$ cat config.mk
export PLATFORM = sky130hd
export DESIGN_NAME = acsq_regbank
export DESIGN_NICKNAME = d
export VERILOG_FILES = /design/src/rtl/acsq_pkg.sv /design/src/rtl/acsq_regbank.sv
export VERILOG_INCLUDE_DIRS = /design/src /design/src/rtl
export SDC_FILE = /design/constraint.sdc
export NUM_CORES = 1
export LEC_CHECK = 0
export ABC_AREA = 1
export CORE_MARGIN = 3
export CORE_UTILIZATION = 47
export CTS_CLUSTER_DIAMETER = 100
export CTS_CLUSTER_SIZE = 30
export DETAILED_ROUTE_END_ITERATION = 8
export DONT_BUFFER_PORTS = 1
export GPL_TIMING_DRIVEN = 1
export SLEW_MARGIN = 0
export SYNTH_ARGS = -nofsm -noshare
export SYNTH_HDL_FRONTEND = slang
export SYNTH_SLANG_ARGS = --single-unit
$ cat constraint.sdc
create_clock -name core_clk -period 15.1 [get_ports core_clk]
set_input_delay 1.51 -clock core_clk [delete_from_list [all_inputs] [get_ports core_clk]]
set_output_delay 1.51 -clock core_clk [all_outputs]
set_load 0.005 [all_outputs]
$ cat src/rtl/acsq_defines.svh
// Register map, reset values, field codes and masks for the converter sequencer
//
// Notes on behaviour
// - Control field picks full, mid or low power; the core runs at that level.
// - Control field picks continuous, single, standby, power-down or calibration mode.
// - Control holds clock source and internal reference enable, both driven to core.
// - Control bits enable status-appended reads and continuous result read.
// - Control is a 16-bit read/write register resetting to zero.
// - Diagnostic flags: 24-bit read-only, reset zero, one flag per diagnostic.
// - Diagnostic enables: 24-bit read/write, reset 0x000040, plus count and test controls.
// - Clock pulse counter: 8-bit read-only, resets to zero.
// - Counter counts master clock pulses while clock counting is enabled.
// - Enabled diagnostics set own flag; enabled flags ORed into one status error bit.
// - Write-ignore diagnostic on by default; flags writes refused while blocked.
// - A channel joins the sequence only while its top bit is set.
// - Sequencer steps enabled channels upward in continuous mode, then wraps to lowest, endlessly.
// - Sixteen 16-bit channel registers, reset 0x8001: enable, setup, two input selects.
// - Any of sixteen input pins may be the positive or negative input.
// - Eight setups; each channel uses the setup its setup field names.
// - Finished calibration writes coefficients into the active channel's setup.
// - Gain above one forces both input buffers on.
// - At gain one each input buffer follows its own configuration bit.
// - Eight 16-bit setup registers, reset 0x0860, holding buffers, reference, gain.
`ifndef ACSQ_DEFINES_SVH
`define ACSQ_DEFINES_SVH

`define ACSQ_OFF_CTRL 6'h01
`define ACSQ_OFF_FLAGS 6'h06
`define ACSQ_OFF_ENABLES 6'h07
`define ACSQ_OFF_COUNT 6'h08
`define ACSQ_OFF_CH_FIRST 6'h09
`define ACSQ_OFF_CH_LAST 6'h18
`define ACSQ_OFF_CFG_FIRST 6'h19
`define ACSQ_OFF_CFG_LAST 6'h20

`define ACSQ_RST_CTRL 16'h0000
`define ACSQ_RST_FLAGS 24'h000000
`define ACSQ_RST_ENABLES 24'h000040
`define ACSQ_RST_COUNT 8'h00
`define ACSQ_RST_CH 16'h8001
`define ACSQ_RST_CFG 16'h0860

`define ACSQ_MASK_CTRL 16'h1fff
`define ACSQ_MASK_ENABLES 24'h7fffff
`define ACSQ_MASK_CH 16'hf3ff
`define ACSQ_MASK_CFG 16'h0fff
`define ACSQ_MASK_FLAGS 24'h0ffaff

`define ACSQ_BIT_IGNORE 6
`define ACSQ_BIT_CAP_FLAG 19
`define ACSQ_BIT_CAP_CHK_LO 19
`define ACSQ_BIT_CAP_CHK_HI 20
`define ACSQ_BIT_COUNT_ON 22

`define ACSQ_MODE_CONT 4'h0
`define ACSQ_MODE_SINGLE 4'h1
`define ACSQ_MODE_CAL_FIRST 4'h4
`define ACSQ_MODE_CAL_LAST 4'h8

`endif

$ cat src/rtl/acsq_pkg.sv
// Types shared by the converter configuration and channel sequencer
package acsq_pkg;

  typedef struct packed {
    logic wr;
    logic rd;
    logic [5:0] addr;
    logic [23:0] wdata;
  } acsq_req_type;

  typedef struct packed {
    logic [2:0] rsvd;
    logic ready_output_delay;
    logic continuous_result_read;
    logic data_with_status;
    logic cs_enable;
    logic ref_enable;
    logic [1:0] power_mode;
    logic [3:0] op_mode;
    logic [1:0] clock_select;
  } acsq_ctrl_type;

  typedef struct packed {
    logic enable;
    logic [2:0] setup;
    logic [1:0] rsvd;
    logic [4:0] positive_input_select;
    logic [4:0] negative_input_select;
  } acsq_chan_type;

  typedef struct packed {
    logic [3:0] rsvd;
    logic bipolar;
    logic [1:0] burnout;
    logic positive_reference_buffer_on;
    logic negative_reference_buffer_on;
    logic positive_input_buffer_on;
    logic negative_input_buffer_on;
    logic [1:0] ref_select;
    logic [2:0] gain_select;
  } acsq_setup_type;

  typedef struct packed {
    logic [3:0] channel;
    logic [2:0] setup;
    logic [4:0] positive_input_select;
    logic [4:0] negative_input_select;
    logic [2:0] gain_select;
    logic positive_input_buffer_on;
    logic negative_input_buffer_on;
    logic positive_reference_buffer_on;
    logic negative_reference_buffer_on;
    logic [1:0] ref_select;
    logic bipolar;
    logic [1:0] burnout;
  } acsq_route_type;

endpackage

$ cat src/rtl/acsq_regbank.sv
// Configuration register bank and automatic channel sequencer
`timescale 1ns/1ps
`default_nettype none
`include "acsq_defines.svh"

module acsq_regbank #(
  parameter int NUM_CH = 16,
  parameter int NUM_SETUP = 8
) (
  input wire logic core_clk, // Core clock, 10 MHz
  input wire logic rst, // Async reset, active high
  input wire acsq_pkg::acsq_req_type req, // Register access from serial decoder
  input wire logic write_block, // Core busy: writes not accepted
  input wire logic [23:0] diag_event, // Diagnostic fault pulses
  input wire logic mclk_tick, // One pulse per master clock
  input wire logic conv_done, // Conversion finished pulse
  input wire logic cal_done, // Calibration finished pulse
  output var logic [23:0] rdata, // Read data
  output var logic rdata_valid, // Read data strobe
  output var logic status_err, // Summary error bit
  output var acsq_pkg::acsq_ctrl_type ctrl, // Control register fields
  output var acsq_pkg::acsq_route_type route, // Active channel routing
  output var logic seq_empty, // No channel enabled
  output var logic cal_write, // Coefficient write pulse
  output var logic [2:0] cal_setup // Setup receiving coefficients
);

  // ==========================================================
  // Elaboration checks
  // Offsets span exactly sixteen channels and eight setups
  if (NUM_CH != 16 || NUM_SETUP != 8)
  begin : g_bad_size
    $error("acsq_regbank: only 16 channels and 8 setups fit the map");
  end

  // ==========================================================
  // Storage
  acsq_pkg::acsq_ctrl_type ctrl_reg;
  logic [23:0] flags_reg;
  logic [23:0] flags_next;
  logic [23:0] enables_reg;
  logic [7:0] count_reg;
  logic [15:0] chan_reg [NUM_CH];
  logic [15:0] cfg_reg [NUM_SETUP];
  logic [3:0] active_reg;
  logic [3:0] active_next;
  logic [23:0] rdata_reg;
  logic [23:0] rd_mux;
  logic rdata_valid_reg;
  logic status_err_reg;
  acsq_pkg::acsq_route_type route_reg;
  acsq_pkg::acsq_route_type route_next;
  logic seq_empty_reg;
  logic cal_write_reg;
  logic [2:0] cal_setup_reg;

  // ==========================================================
  // Address decode
  wire logic [5:0] addr = req.addr;
  wire logic hit_ctrl = addr == `ACSQ_OFF_CTRL;
  wire logic hit_flags = addr == `ACSQ_OFF_FLAGS;
  wire logic hit_en = addr == `ACSQ_OFF_ENABLES;
  wire logic hit_cnt = addr == `ACSQ_OFF_COUNT;
  wire logic hit_ch = addr >= `ACSQ_OFF_CH_FIRST && addr <= `ACSQ_OFF_CH_LAST;
  wire logic hit_cfg = addr >= `ACSQ_OFF_CFG_FIRST && addr <= `ACSQ_OFF_CFG_LAST;
  wire logic [5:0] ch_off = addr - `ACSQ_OFF_CH_FIRST;
  wire logic [5:0] cfg_off = addr - `ACSQ_OFF_CFG_FIRST;
  wire logic [3:0] ch_idx = ch_off[3:0];
  wire logic [2:0] cfg_idx = cfg_off[2:0];

  // Writes are refused while the core blocks them and the check is on
  wire logic ignore_on = enables_reg[`ACSQ_BIT_IGNORE];
  wire logic wr_ok = req.wr && !(ignore_on && write_block);

  // ==========================================================
  // Control register
  always_ff @(posedge core_clk or posedge rst)
  begin
    if (rst)
      ctrl_reg <= `ACSQ_RST_CTRL;
    else if (wr_ok && hit_ctrl)
      ctrl_reg <= req.wdata[15:0] & `ACSQ_MASK_CTRL;
  end

  // ==========================================================
  // Diagnostic enables
  always_ff @(posedge core_clk or posedge rst)
  begin
    if (rst)
      enables_reg <= `ACSQ_RST_ENABLES;
    else if (wr_ok && hit_en)
      enables_reg <= req.wdata & `ACSQ_MASK_ENABLES;
  end

  // ==========================================================
  // Diagnostic flags
  // Per-flag gate; the capacitor check uses a two-bit enable field
  logic [23:0] gate;
  logic [23:0] fault;
  for (genvar b = 0; b < 24; b++)
  begin : g_gate
    localparam logic [23:0] FLAG_MASK = `ACSQ_MASK_FLAGS;
    if (b == `ACSQ_BIT_CAP_FLAG)
    begin : g_cap
      assign gate[b] = |enables_reg[`ACSQ_BIT_CAP_CHK_HI:`ACSQ_BIT_CAP_CHK_LO];
    end
    else
    begin : g_plain
      assign gate[b] = FLAG_MASK[b] & enables_reg[b];
    end
    if (b == `ACSQ_BIT_IGNORE)
    begin : g_ign
      assign fault[b] = diag_event[b] | (req.wr & write_block);
    end
    else
    begin : g_evt
      assign fault[b] = diag_event[b];
    end
  end

  // Read of the flags clears them; a fault in the same cycle wins
  wire logic flags_read = req.rd && hit_flags;
  always_comb
  begin
    flags_next = flags_reg;
    if (flags_read)
      flags_next = '0;
    flags_next = (flags_next | (fault & gate)) & gate;
  end

  always_ff @(posedge core_clk or posedge rst)
  begin
    if (rst)
      flags_reg <= `ACSQ_RST_FLAGS;
    else
      flags_reg <= flags_next;
  end

  // Summary bit follows the flags held for the host to read
  always_ff @(posedge core_clk or posedge rst)
  begin
    if (rst)
      status_err_reg <= 1'b0;
    else
      status_err_reg <= |flags_next;
  end

  // ==========================================================
  // Master clock pulse counter
  // Wraps at 8 bits; software times a window and reads the change
  wire logic count_on = enables_reg[`ACSQ_BIT_COUNT_ON];
  always_ff @(posedge core_clk or posedge rst)
  begin
    if (rst)
      count_reg <= `ACSQ_RST_COUNT;
    else if (count_on && mclk_tick)
      count_reg <= count_reg + 8'h01;
  end

  // ==========================================================
  // Channel and setup registers
  for (genvar c = 0; c < NUM_CH; c++)
  begin : g_chan
    always_ff @(posedge core_clk or posedge rst)
    begin
      if (rst)
        chan_reg[c] <= `ACSQ_RST_CH;
      else if (wr_ok && hit_ch && ch_idx == 4'(c))
        chan_reg[c] <= req.wdata[15:0] & `ACSQ_MASK_CH;
    end
  end

  for (genvar s = 0; s < NUM_SETUP; s++)
  begin : g_setup
    always_ff @(posedge core_clk or posedge rst)
    begin
      if (rst)
        cfg_reg[s] <= `ACSQ_RST_CFG;
      else if (wr_ok && hit_cfg && cfg_idx == 3'(s))
        cfg_reg[s] <= req.wdata[15:0] & `ACSQ_MASK_CFG;
    end
  end

  // ==========================================================
  // Read path
  always_comb
  begin
    rd_mux = 24'h000000;
    if (hit_ctrl)
      rd_mux = {8'h00, ctrl_reg};
    else if (hit_flags)
      rd_mux = flags_reg;
    else if (hit_en)
      rd_mux = enables_reg;
    else if (hit_cnt)
      rd_mux = {16'h0000, count_reg};
    else if (hit_ch)
      rd_mux = {8'h00, chan_reg[ch_idx]};
    else if (hit_cfg)
      rd_mux = {8'h00, cfg_reg[cfg_idx]};
  end

  always_ff @(posedge core_clk or posedge rst)
  begin
    if (rst)
    begin
      rdata_reg <= 24'h000000;
      rdata_valid_reg <= 1'b0;
    end
    else
    begin
      rdata_reg <= req.rd ? rd_mux : rdata_reg;
      rdata_valid_reg <= req.rd;
    end
  end

  // ==========================================================
  // Sequencer
  logic [NUM_CH-1:0] ch_en;
  for (genvar c = 0; c < NUM_CH; c++)
  begin : g_en
    assign ch_en[c] = chan_reg[c][15];
  end

  // Next enabled channel above cur, wrapping; cur itself last
  function automatic logic [3:0] next_enabled(input logic [3:0] cur,
                                              input logic [15:0] en);
    logic [3:0] pick;
    logic found;
    logic [3:0] idx;
    pick = cur;
    found = 1'b0;
    for (int i = 1; i <= 16; i++)
    begin
      idx = cur + i[3:0];
      if (!found && en[idx])
      begin
        pick = idx;
        found = 1'b1;
      end
    end
    return pick;
  endfunction

  wire logic op_cont = ctrl_reg.op_mode == `ACSQ_MODE_CONT;
  wire logic op_cal = ctrl_reg.op_mode >= `ACSQ_MODE_CAL_FIRST &&
                      ctrl_reg.op_mode <= `ACSQ_MODE_CAL_LAST;
  wire logic [3:0] seq_step = next_enabled(active_reg, ch_en);

  // Step on each finished conversion in continuous mode; leave a channel once disabled
  always_comb
  begin
    active_next = active_reg;
    if (!ch_en[active_reg])
      active_next = seq_step;
    else if (op_cont && conv_done)
      active_next = seq_step;
  end

  always_ff @(posedge core_clk or posedge rst)
  begin
    if (rst)
      active_reg <= 4'h0;
    else
      active_reg <= active_next;
  end

  // ==========================================================
  // Routing of the active channel through its setup
  acsq_pkg::acsq_chan_type cur_ch;
  acsq_pkg::acsq_setup_type cur_cfg;
  assign cur_ch = chan_reg[active_next];
  assign cur_cfg = cfg_reg[cur_ch.setup];
  wire logic gain_up = cur_cfg.gain_select != 3'h0;

  always_comb
  begin
    route_next.channel = active_next;
    route_next.setup = cur_ch.setup;
    route_next.positive_input_select = cur_ch.positive_input_select;
    route_next.negative_input_select = cur_ch.negative_input_select;
    route_next.gain_select = cur_cfg.gain_select;
    // Rail-to-rail gain stage needs the buffers behind it
    route_next.positive_input_buffer_on =
      gain_up | cur_cfg.positive_input_buffer_on;
    route_next.negative_input_buffer_on =
      gain_up | cur_cfg.negative_input_buffer_on;
    route_next.positive_reference_buffer_on = cur_cfg.positive_reference_buffer_on;
    route_next.negative_reference_buffer_on = cur_cfg.negative_reference_buffer_on;
    route_next.ref_select = cur_cfg.ref_select;
    route_next.bipolar = cur_cfg.bipolar;
    route_next.burnout = cur_cfg.burnout;
  end

  always_ff @(posedge core_clk or posedge rst)
  begin
    if (rst)
    begin
      route_reg <= '0;
      seq_empty_reg <= 1'b0;
    end
    else
    begin
      route_reg <= route_next;
      seq_empty_reg <= ~|ch_en;
    end
  end

  // ==========================================================
  // Calibration result write-back
  always_ff @(posedge core_clk or posedge rst)
  begin
    if (rst)
    begin
      cal_write_reg <= 1'b0;
      cal_setup_reg <= 3'h0;
    end
    else
    begin
      cal_write_reg <= cal_done && op_cal;
      cal_setup_reg <= cal_done && op_cal ? route_reg.setup : cal_setup_reg;
    end
  end

  // ==========================================================
  // Outputs
  assign rdata = rdata_reg;
  assign rdata_valid = rdata_valid_reg;
  assign status_err = status_err_reg;
  assign ctrl = ctrl_reg;
  assign route = route_reg;
  assign seq_empty = seq_empty_reg;
  assign cal_write = cal_write_reg;
  assign cal_setup = cal_setup_reg;

  // ==========================================================
  // Checks
  chk_ctrl_write: assert property (@(posedge core_clk) disable iff (rst)
    wr_ok && hit_ctrl |=> ctrl_reg == ($past(req.wdata[15:0]) & `ACSQ_MASK_CTRL))
    else $error("control write not stored");

  chk_err_summary: assert property (@(posedge core_clk) disable iff (rst)
    |(fault & gate) |=> status_err)
    else $error("summary error bit disagrees with flags");

  chk_flag_set: assert property (@(posedge core_clk) disable iff (rst)
    |(fault & gate) |=> |flags_reg)
    else $error("enabled fault did not set a flag");

  chk_count_step: assert property (@(posedge core_clk) disable iff (rst)
    count_on && mclk_tick |=> count_reg == $past(count_reg) + 8'h01)
    else $error("clock counter missed a pulse");

  chk_count_hold: assert property (@(posedge core_clk) disable iff (rst)
    !count_on |=> $stable(count_reg))
    else $error("clock counter moved while off");

  chk_ignore_write: assert property (@(posedge core_clk) disable iff (rst)
    req.wr && hit_ctrl && ignore_on && write_block |=> $stable(ctrl_reg)
      && flags_reg[`ACSQ_BIT_IGNORE])
    else $error("blocked write was taken or not flagged");

  chk_seq_enabled: assert property (@(posedge core_clk) disable iff (rst)
    |ch_en |=> !seq_empty)
    else $error("sequence reported empty with a channel enabled");

  chk_seq_step: assert property (@(posedge core_clk) disable iff (rst)
    op_cont && conv_done && ch_en[active_reg] |=> active_reg == $past(seq_step))
    else $error("sequencer did not step to next enabled channel");

  chk_on_enabled: assert property (@(posedge core_clk) disable iff (rst)
    ##1 |ch_en && $stable(ch_en) |-> ch_en[active_reg])
    else $error("sequencer rests on a disabled channel");

  chk_buf_force: assert property (@(posedge core_clk) disable iff (rst)
    route.gain_select != 3'h0 |-> route.positive_input_buffer_on
      && route.negative_input_buffer_on)
    else $error("buffers off at gain above one");

  chk_cal_write: assert property (@(posedge core_clk) disable iff (rst)
    cal_done && op_cal |=> cal_write && cal_setup == $past(route.setup))
    else $error("calibration result not routed to setup");

  cov_seq_wrap: cover property (@(posedge core_clk) disable iff (rst)
    op_cont && conv_done && seq_step < active_reg);
  cov_ignored: cover property (@(posedge core_clk) disable iff (rst)
    req.wr && ignore_on && write_block);
  cov_cal: cover property (@(posedge core_clk) disable iff (rst) cal_write);
  cov_err: cover property (@(posedge core_clk) disable iff (rst) $rose(status_err));

endmodule
`default_nettype wire

# [After elaboration in Yosys (flattened, before gate mapping)]
# Index checks and enable logic that the tools add are counted.
[totals] ff_bits=448 in_bits=62 out_inout_bits=76 word_cells=294
[classes] n_addsub=18 magnitude_cmp=26 n_eq_ne=26 mux=84 n_bitwise=11 n_reduce_logical=76
[op_table] cell="$bmux 16 s4" count=2
[op_table] cell="$mux 16" count=7
[op_table] cell="$bmux 16 s3" count=2
[op_table] cell="$lt 4x5->1 const B" count=16
[op_table] cell="$mux 24" count=3
[op_table] cell="$mux 4" count=18
[op_table] cell="$bmux 1 s4" count=16
[op_table] cell="$logic_and 1x1->1" count=52
[op_table] cell="$and 24x20->24" count=2
[op_table] cell="$add 4x4->4 const B" count=8
[op_table] cell="$eq 4x4->1 const B" count=8
[op_table] cell="$mux 1" count=31
[op_table] cell="$mux 15" count=2
[op_table] cell="$mux 12" count=2
[op_table] cell="$or 24x24->24" count=1
[op_table] cell="$reduce_or 24->1" count=1
[op_table] cell="$mux 23" count=1
[op_table] cell="$logic_not 1->1" count=17
[op_table] cell="$add 4x3->4 const B" count=4
[op_table] cell="$eq 4x3->1 const B" count=4
[op_table] cell="$reduce_or 16->1" count=1
[op_table] cell="$eq 3x3->1 const B" count=4
[op_table] cell="$eq 6x3->1 const B" count=2
[op_table] cell="$ge 5x5->1 const B" count=2
[op_table] cell="26 further kinds" count=35

# [Longest topological paths before layout]
# Gate-level depths: netlist (run 1).
[logic_depth] word_depth=61 depth_mapped=41 ltp_nobuf=39

# [Least setup slack after synthesis (run 1)]
# No wires, ideal clock.
[synth_timing] kind="input to register" startpoint="input req[24] (netlist bit)" endpoint="register chan_reg[65] (netlist bit)" setup_ns=0.133 arrival_time_ns=4.777 required_time_ns=14.967 slack_ns=10.190 stages=14 path_buffers=6 path_cell_list="clkbuf_1 inv_1 clkbuf_1 clkbuf_1 buf_1 ha_1 xnor2_1 clkinv_1 nor2_1 inv_1 clkbuf_1 nor2_1 clkbuf_1 o21ai_0"
[synth_via] elab_chain_cells=4 elab_cells_between_ends=7 classes_between="add/sub (1); order compare (2); eq/ne (1); reduce/logical (3)"
[synth_rtl] element="start: declaration" line="acsq_regbank.sv:12" text="input wire acsq_pkg::acsq_req_type req,"
[synth_rtl] element="branches (longest 3 deep; another with $sub 4x4->4)"
[synth_rtl] element="$logic_and 1x1->1 *" line="acsq_regbank.sv:168" text="else if (wr_ok && hit_ch && ch_idx == 4'(c))"
[synth_rtl] element="end signal: indexed assignment" line="acsq_regbank.sv:167" text="chan_reg[c] <= `ACSQ_RST_CH;"
[synth_rtl] element="end signal: indexed assignment" line="acsq_regbank.sv:169" text="chan_reg[c] <= req.wdata[15:0] & `ACSQ_MASK_CH;"
[synth_rtl] element="end: declaration" line="acsq_regbank.sv:43" text="logic [15:0] chan_reg [NUM_CH];"
# Every way passes the cells marked *.
# A chain may end at the register's enable or synchronous reset.

==> results of run 1 <==
-- cell families (layout without fill, tap and decap cells) --
logic type / Yosys count / after routing / synth area share
and+or+nand+nor: 1139 / 1139 / 0.1958
buffers and inverters: 567 / 420 / 0.09370
xor gates and xnor gates: 16 / 16 / 0.006836
other: 1 / 5 / 0.0001540
AOI/OAI and AO/OA: 1093 / 1093 / 0.2372
adders and majority gates: 15 / 15 / 0.007710
muxes: 5 / 5 / 0.002313
DFF: 441 / 441 / 0.4563
-- layout by cell type (no fill, tap or decap), types with 5 or more instances in the layout --
cell type,netlist,routed
nand2_1,657,657
o21ai_0,607,606
dfrtp_1,384,384
a21oi_1,330,330
inv_1,330,328
nor2_1,215,200
nand3_1,199,199
dfstp_2,57,57
buf_4,12,42
o211ai_1,39,39
o21ai_1,36,37
a31oi_1,27,27
clkbuf_16,0,19
nand4_1,18,18
nor2_2,5,14
ha_1,15,14
nand2_2,14,13
xor2_1,12,12
o22ai_1,11,11
inv_2,9,10
a211oi_1,9,9
nor2_4,2,8
clkbuf_1,171,8
a22oi_1,7,7
nand3b_1,7,7
nor3_1,5,5
mux2_2,5,5
-- worst min-delay path by stage --
stage               slack, ps      endpoint  cells past startpoint
finish                    480  count_reg[7]                      1
CTS                       480  count_reg[7]                      1
global route              500  count_reg[7]                      1
floorplan                 440  count_reg[7]                      1
global placement          460  count_reg[7]                      1
detailed placement        460  count_reg[7]                      1
-- Yosys cell counts, drive strengths merged --
cell type | number | area, um2
o22a | 1 | 8.760
o22ai | 11 | 68.82
dfstp | 57 | 1498
clkbuf | 171 | 641.9
or2 | 2 | 12.52
nor4 | 5 | 31.28
a31oi | 27 | 168.9
a22oi | 7 | 52.55
a32oi | 2 | 17.52
nand2 | 674 | 2587
buf | 51 | 336.6
xor2 | 13 | 121.4
o221ai | 1 | 8.760
o31ai | 4 | 30.03
nand3 | 202 | 1026
nand4 | 22 | 171.4
clkinv | 4 | 15.01
o41ai | 6 | 52.55
xnor2 | 3 | 45.05
a32o | 1 | 10.01
inv | 341 | 1287
conb | 1 | 3.750
a21oi | 331 | 1668
o21a | 3 | 22.52
o21ai | 643 | 3218
o2111ai | 3 | 26.28
a211oi | 9 | 67.56
mux2 | 5 | 56.30
nor2 | 222 | 860.8
nand3b | 7 | 52.55
a21boi | 1 | 11.26
o211ai | 43 | 342.8
ha | 15 | 187.7
nor3 | 5 | 25.02
dfrtp | 384 | 9609
-- critical path: cells and delay by family, from the launching register on --
family	cells	cell delay (ps)
AOI/OAI and AO/OA	2	340
and+or+nand+nor	20	3600
buffers and inverters	11	3120
DFF	1	340
adders and majority gates	1	530
-- area by class of cell --
| class | instances | area [um2] | area share |
|---|---|---|---|
| multi-input combinational | 2272 | 11080 | 0.4388 |
| inverter | 345 | 1313 | 0.05198 |
| clock buffer | 27 | 505.5 | 0.02002 |
| clock inverter | 6 | 85.08 | 0.003370 |
| timing repair buffer | 42 | 315.3 | 0.01249 |
| tap | 672 | 840.8 | 0.03330 |
| sequential | 441 | 11110 | 0.4399 |
| antenna | 1 | 2.502 | 0.00009911 |
-- layer usage --
metal	wire, um	up-vias	global-route usage
li1	-	10540	-
met1	35210	10910	0.4288
met2	38380	1028	0.4844
met3	7064	151	0.04183
met4	2497	2	0.08435
met5	13	-	0
-- metrics by stage --
stage	setup WS (ps)	utilization
after CTS	7191	0.4981
after global routing	6503	0.4981
after detailed placement	7254	0.4865
final	6958	0.4982
after global placement	7226	0.4865
after floorplan	1397	-
==> qor.yml, run 1 <==
critical_path:
  r2r_setup_slack_ps: 6960
  reg2reg_depth: 34
  cpPeakStageDelay_ps: 830
  cp_data_arrival_time_ps: 8580
  critPathRequiredTime_ps: 15530
  startpoint_type: "flop"
  worstSetupPathType: "reg2reg"
  cp_common_cell: "nand2_1"
  r2r-start: "route[26]"
  crit_start: "route[26]"
  crit_path_end_kind: "flop"
  slowest_stage: "nand3_1"
  critPathMaxFanout: 55
  reg2reg_to: "route[0]"
  cp-endpoint: "route[0]"
layout:
  fillers: 5005
  drive_above_1_share: 0.06479
  final_area_mm2: 0.02525
  area_growth_pct: 3.721
  largest_register_ffs: 208
  fin_nets: 3198
  post_layout_nonfiller_instances: 3806
sta:
  drv_slew: 0
  max-slew-margin-rel: 0.1821
  setup_viol: 0
  period_share: 0.5392
  hold_ws_ps: 478.8
  rsz0062_at_grt: "false"
  tightest_slew_ps: 1223
  skew_ps: 27.62
  post-route-min-period_ps: 8142
  fmax_mhz: 122.8
  fin_setup_tns_ps: 0
  hold_viol_final: 0
cts:
  cts_inserted_buffers: 19
  ctsResizeCount: 0
  clk_path_buf_depth: 3
  post-cts-setup-buffers: 0
  cts_root_buffer: "clkbuf_16"
  cts_sinks: 441
  htreeDepth: 1
  cts_tree: "yes"
  clk_pin_slew_worst_paths_ps: 120
  clk_latency_ps: 580
  cts_hold_buf: 0
drt:
  totalWireLength_mm: 83.17
  drtIter0Drc: 2640
  drc: 0
  wl_per_cell_um: 21.85
  num_vias: 22640
  postRouteAntennaNets: 0
  dr.pass1.iters: 6
  vias_per_cell: 5.947
global_route:
  groute.usage.overall: 0.3019
  grt_pass1_vias: 21180
  grt_max_degree: 181
  grt.overflow.total: 0
  antenna_found_initial: 3
  grt_pass1_wl_mm: 127.4
floorplanning:
  rows: 82
  floorplan.die_area_mm2: 0.05456
  initial_core_util: 0.4803
  coreArea_mm2: 0.05068
  die_h_um: 233.6
  io_pins: 138
  die-width_um: 233.6
flow_run:
  cap_violations: 0
synth:
  postSynthCellCount: 3277
  synth_seq_cells: 441
  yosysWarnings: 0
  avgSynthCellArea_um2: 7.429
  synth_cell_types: 54
  ys_seq_area_frac: 0.4563
  netlist_area_mm2: 0.02434
place:
  dp_hpwl_mm: 51.69
  dpl_cell_area_mm2: 0.02466
  place.gp.congestion: 0.9071
  dpl.cell_count: 3772
  io_buffers: 0
worst_hold_path:
  hold_path.class: "reg2reg"
  hold_path_startpoint: "count_reg[7]"
run_status:
  status: "complete, no violations"
Power of run 1 is not shown: default switching activity piles up to over one toggle a cycle in this logic, so the estimate is an artifact.
==> run 2: changes to the inputs <==
==> constraint.sdc (replaced) <==
create_clock -name core_clk -period 7.6 [get_ports core_clk]
set_input_delay 0.76 -clock core_clk [delete_from_list [all_inputs] [get_ports core_clk]]
set_output_delay 0.76 -clock core_clk [all_outputs]
set_load 0.005 [all_outputs]
==> run 2 against run 1 <==
  * Die area stayed put
  * Setup slack worse by 5700 ps
  * Clock-buffer cell count is 1 higher
  * Flip-flop and latch count stayed put
  * Maximum frequency is 28% higher
==> qor.yml, run 2 (synthesized netlist as in run 1, its figures left out) <==
cts:
  clk_latency_ps: 590  # was 580 ps
  cts_tree: "yes"  # unchanged
  cts_inserted_buffers: 20  # was 19
  ctsResizeCount: 0  # unchanged
  cts_hold_buf: 0  # unchanged
  post-cts-setup-buffers: 0  # unchanged
  cts_sinks: 441  # unchanged
  clk_path_buf_depth: 3  # unchanged
  htreeDepth: 1  # unchanged
  clk_pin_slew_worst_paths_ps: 120  # about the same
  cts_root_buffer: "clkbuf_16"  # unchanged
floorplanning:
  coreArea_mm2: 0.05068  # unchanged
  rows: 82  # unchanged
  initial_core_util: 0.4803  # unchanged
  io_pins: 138  # unchanged
  die-width_um: 233.6  # unchanged
  floorplan.die_area_mm2: 0.05456  # unchanged
  die_h_um: 233.6  # unchanged
global_route:
  grt_max_degree: 182  # was 181
  grt.overflow.total: 0  # unchanged
  grt_pass1_vias: 20950  # was 21,180
  antenna_found_initial: 0  # was 3
  grt_pass1_wl_mm: 125.8  # was 127.4 mm
  groute.usage.overall: 0.2988  # was 0.3019
critical_path:
  worstSetupPathType: "reg2reg"  # unchanged
  critPathRequiredTime_ps: 8110  # was 15,530 ps
  critPathMaxFanout: 24  # was 55
  startpoint_type: "flop"  # unchanged
  slowest_stage: "ha_1"  # was nand3_1
  crit_path_end_kind: "flop"  # unchanged
  cp_data_arrival_time_ps: 6860  # was 8580 ps
  cpPeakStageDelay_ps: 520  # was 830 ps
layout:
  diodes: 0  # was 1
  layout_common_cells: "657 x nand2_1, 606 x o21ai_0, 384 x dfrtp_1, 330 x a21oi_1, 328 x inv_1"  # unchanged
  fin_nets: 3209  # was 3,198
  largest_register_ffs: 208  # unchanged
  drive_above_1_share: 0.06866  # was 0.06479
  layout_commonest_cell: "nand2_1"  # unchanged
  area_growth_pct: 4.256  # was 3.721%
  post_layout_nonfiller_instances: 3818  # was 3,806
sta:
  tightest_slew_ps: 1169  # was 1223 ps
  max-slew-margin-rel: 0.2204  # was 0.1821
  post-route-min-period_ps: 6355  # was 8142 ps
  setup_viol: 0  # unchanged
  rsz0062_at_grt: "false"  # unchanged
  period_share: 0.8362  # was 0.5392
  hold_viol_final: 0  # unchanged
  fin_ws_ps: 1245  # was 6958 ps
  drv_slew: 0  # unchanged
  fin_setup_tns_ps: 0  # unchanged
  fmax_mhz: 157.4  # was 122.8 MHz
  skew_ps: 37.36  # was 27.62 ps
drt:
  vias_per_cell: 5.887  # was 5.947
  dr.pass1.iters: 6  # unchanged
  totalWireLength_mm: 82.38  # was 83.17 mm
  wl_per_cell_um: 21.58  # was 21.85 um
  postRouteAntennaNets: 0  # unchanged
  drtIter0Drc: 2570  # was 2,640
  drc: 0  # unchanged
  num_vias: 22480  # was 22,640
run_status:
  status: "complete, no violations"  # unchanged
place:
  io_buffers: 0  # unchanged
  pre_cts_slack_ps: 1331  # was 7254 ps
  dpl.cell_count: 3782  # was 3,772
  place.gp.congestion: 0.8864  # was 0.9071
  dp_hpwl_mm: 53.00  # was 51.69 mm
worst_hold_path:
  hold_path.class: "in2async"  # was reg2reg
flow_run:
  cap_violations: 0  # unchanged
-- run 2: metal layers --
| metal | wire, um | part of all wire | global-route usage |
|---|---|---|---|
| met2 | 37860 | 0.46 | 0.4758 |
| met3 | 7074 | 0.086 | 0.05463 |
| met5 | 0 | 0 | 0 |
| met1 | 34990 | 0.42 | 0.4153 |
| met4 | 2455 | 0.030 | 0.09200 |
-- run 2: metrics by stage --
stage | area, um2 | util | hold WS, ps
final | 25380 | 0.5007 | 148.7
after global placement | 24740 | 0.4880 | 458.7
after floorplan | 24360 | - | 442.0
after detailed placement | 24740 | 0.4880 | 461.4
after CTS | 25380 | 0.5007 | 145.0
after global routing | 25380 | 0.5007 | 175.2
-- run 2: final timing paths --
kind | start | slack, ps | endpoint | cells after the start
setup / recovery | route[25] | 1250 | route[6] | 31
min in group core_clk | req[30] | 210 | rdata_valid | 0
setup reg to reg | route[25] | 1250 | route[6] | 31
hold / removal | rst | 150 | route[8] | 1
max in group asynchronous | rst | 5980 | chan_reg[18] | 2
hold reg to reg | count_reg[7] | 480 | count_reg[7] | 1
-- run 2: critical path: cells and delay by family (launching register included) --
family	cells	cell delay, ps
simple gates	22	3330
buf+inv	6	1740
fa+ha+maj	1	520
flops	1	330
compound gates	2	320
-- run 2: layout make-up --
cell class	instances	area (um2)
clock buffer	28	551.8
clock inverter	8	92.59
fill	5054	25300
inverter	345	1309
multi-input combinational	2272	11060
sequential	441	11110
tap	672	840.8
timing repair buffer	52	415.4
Power of run 2 is left out for the same reason.
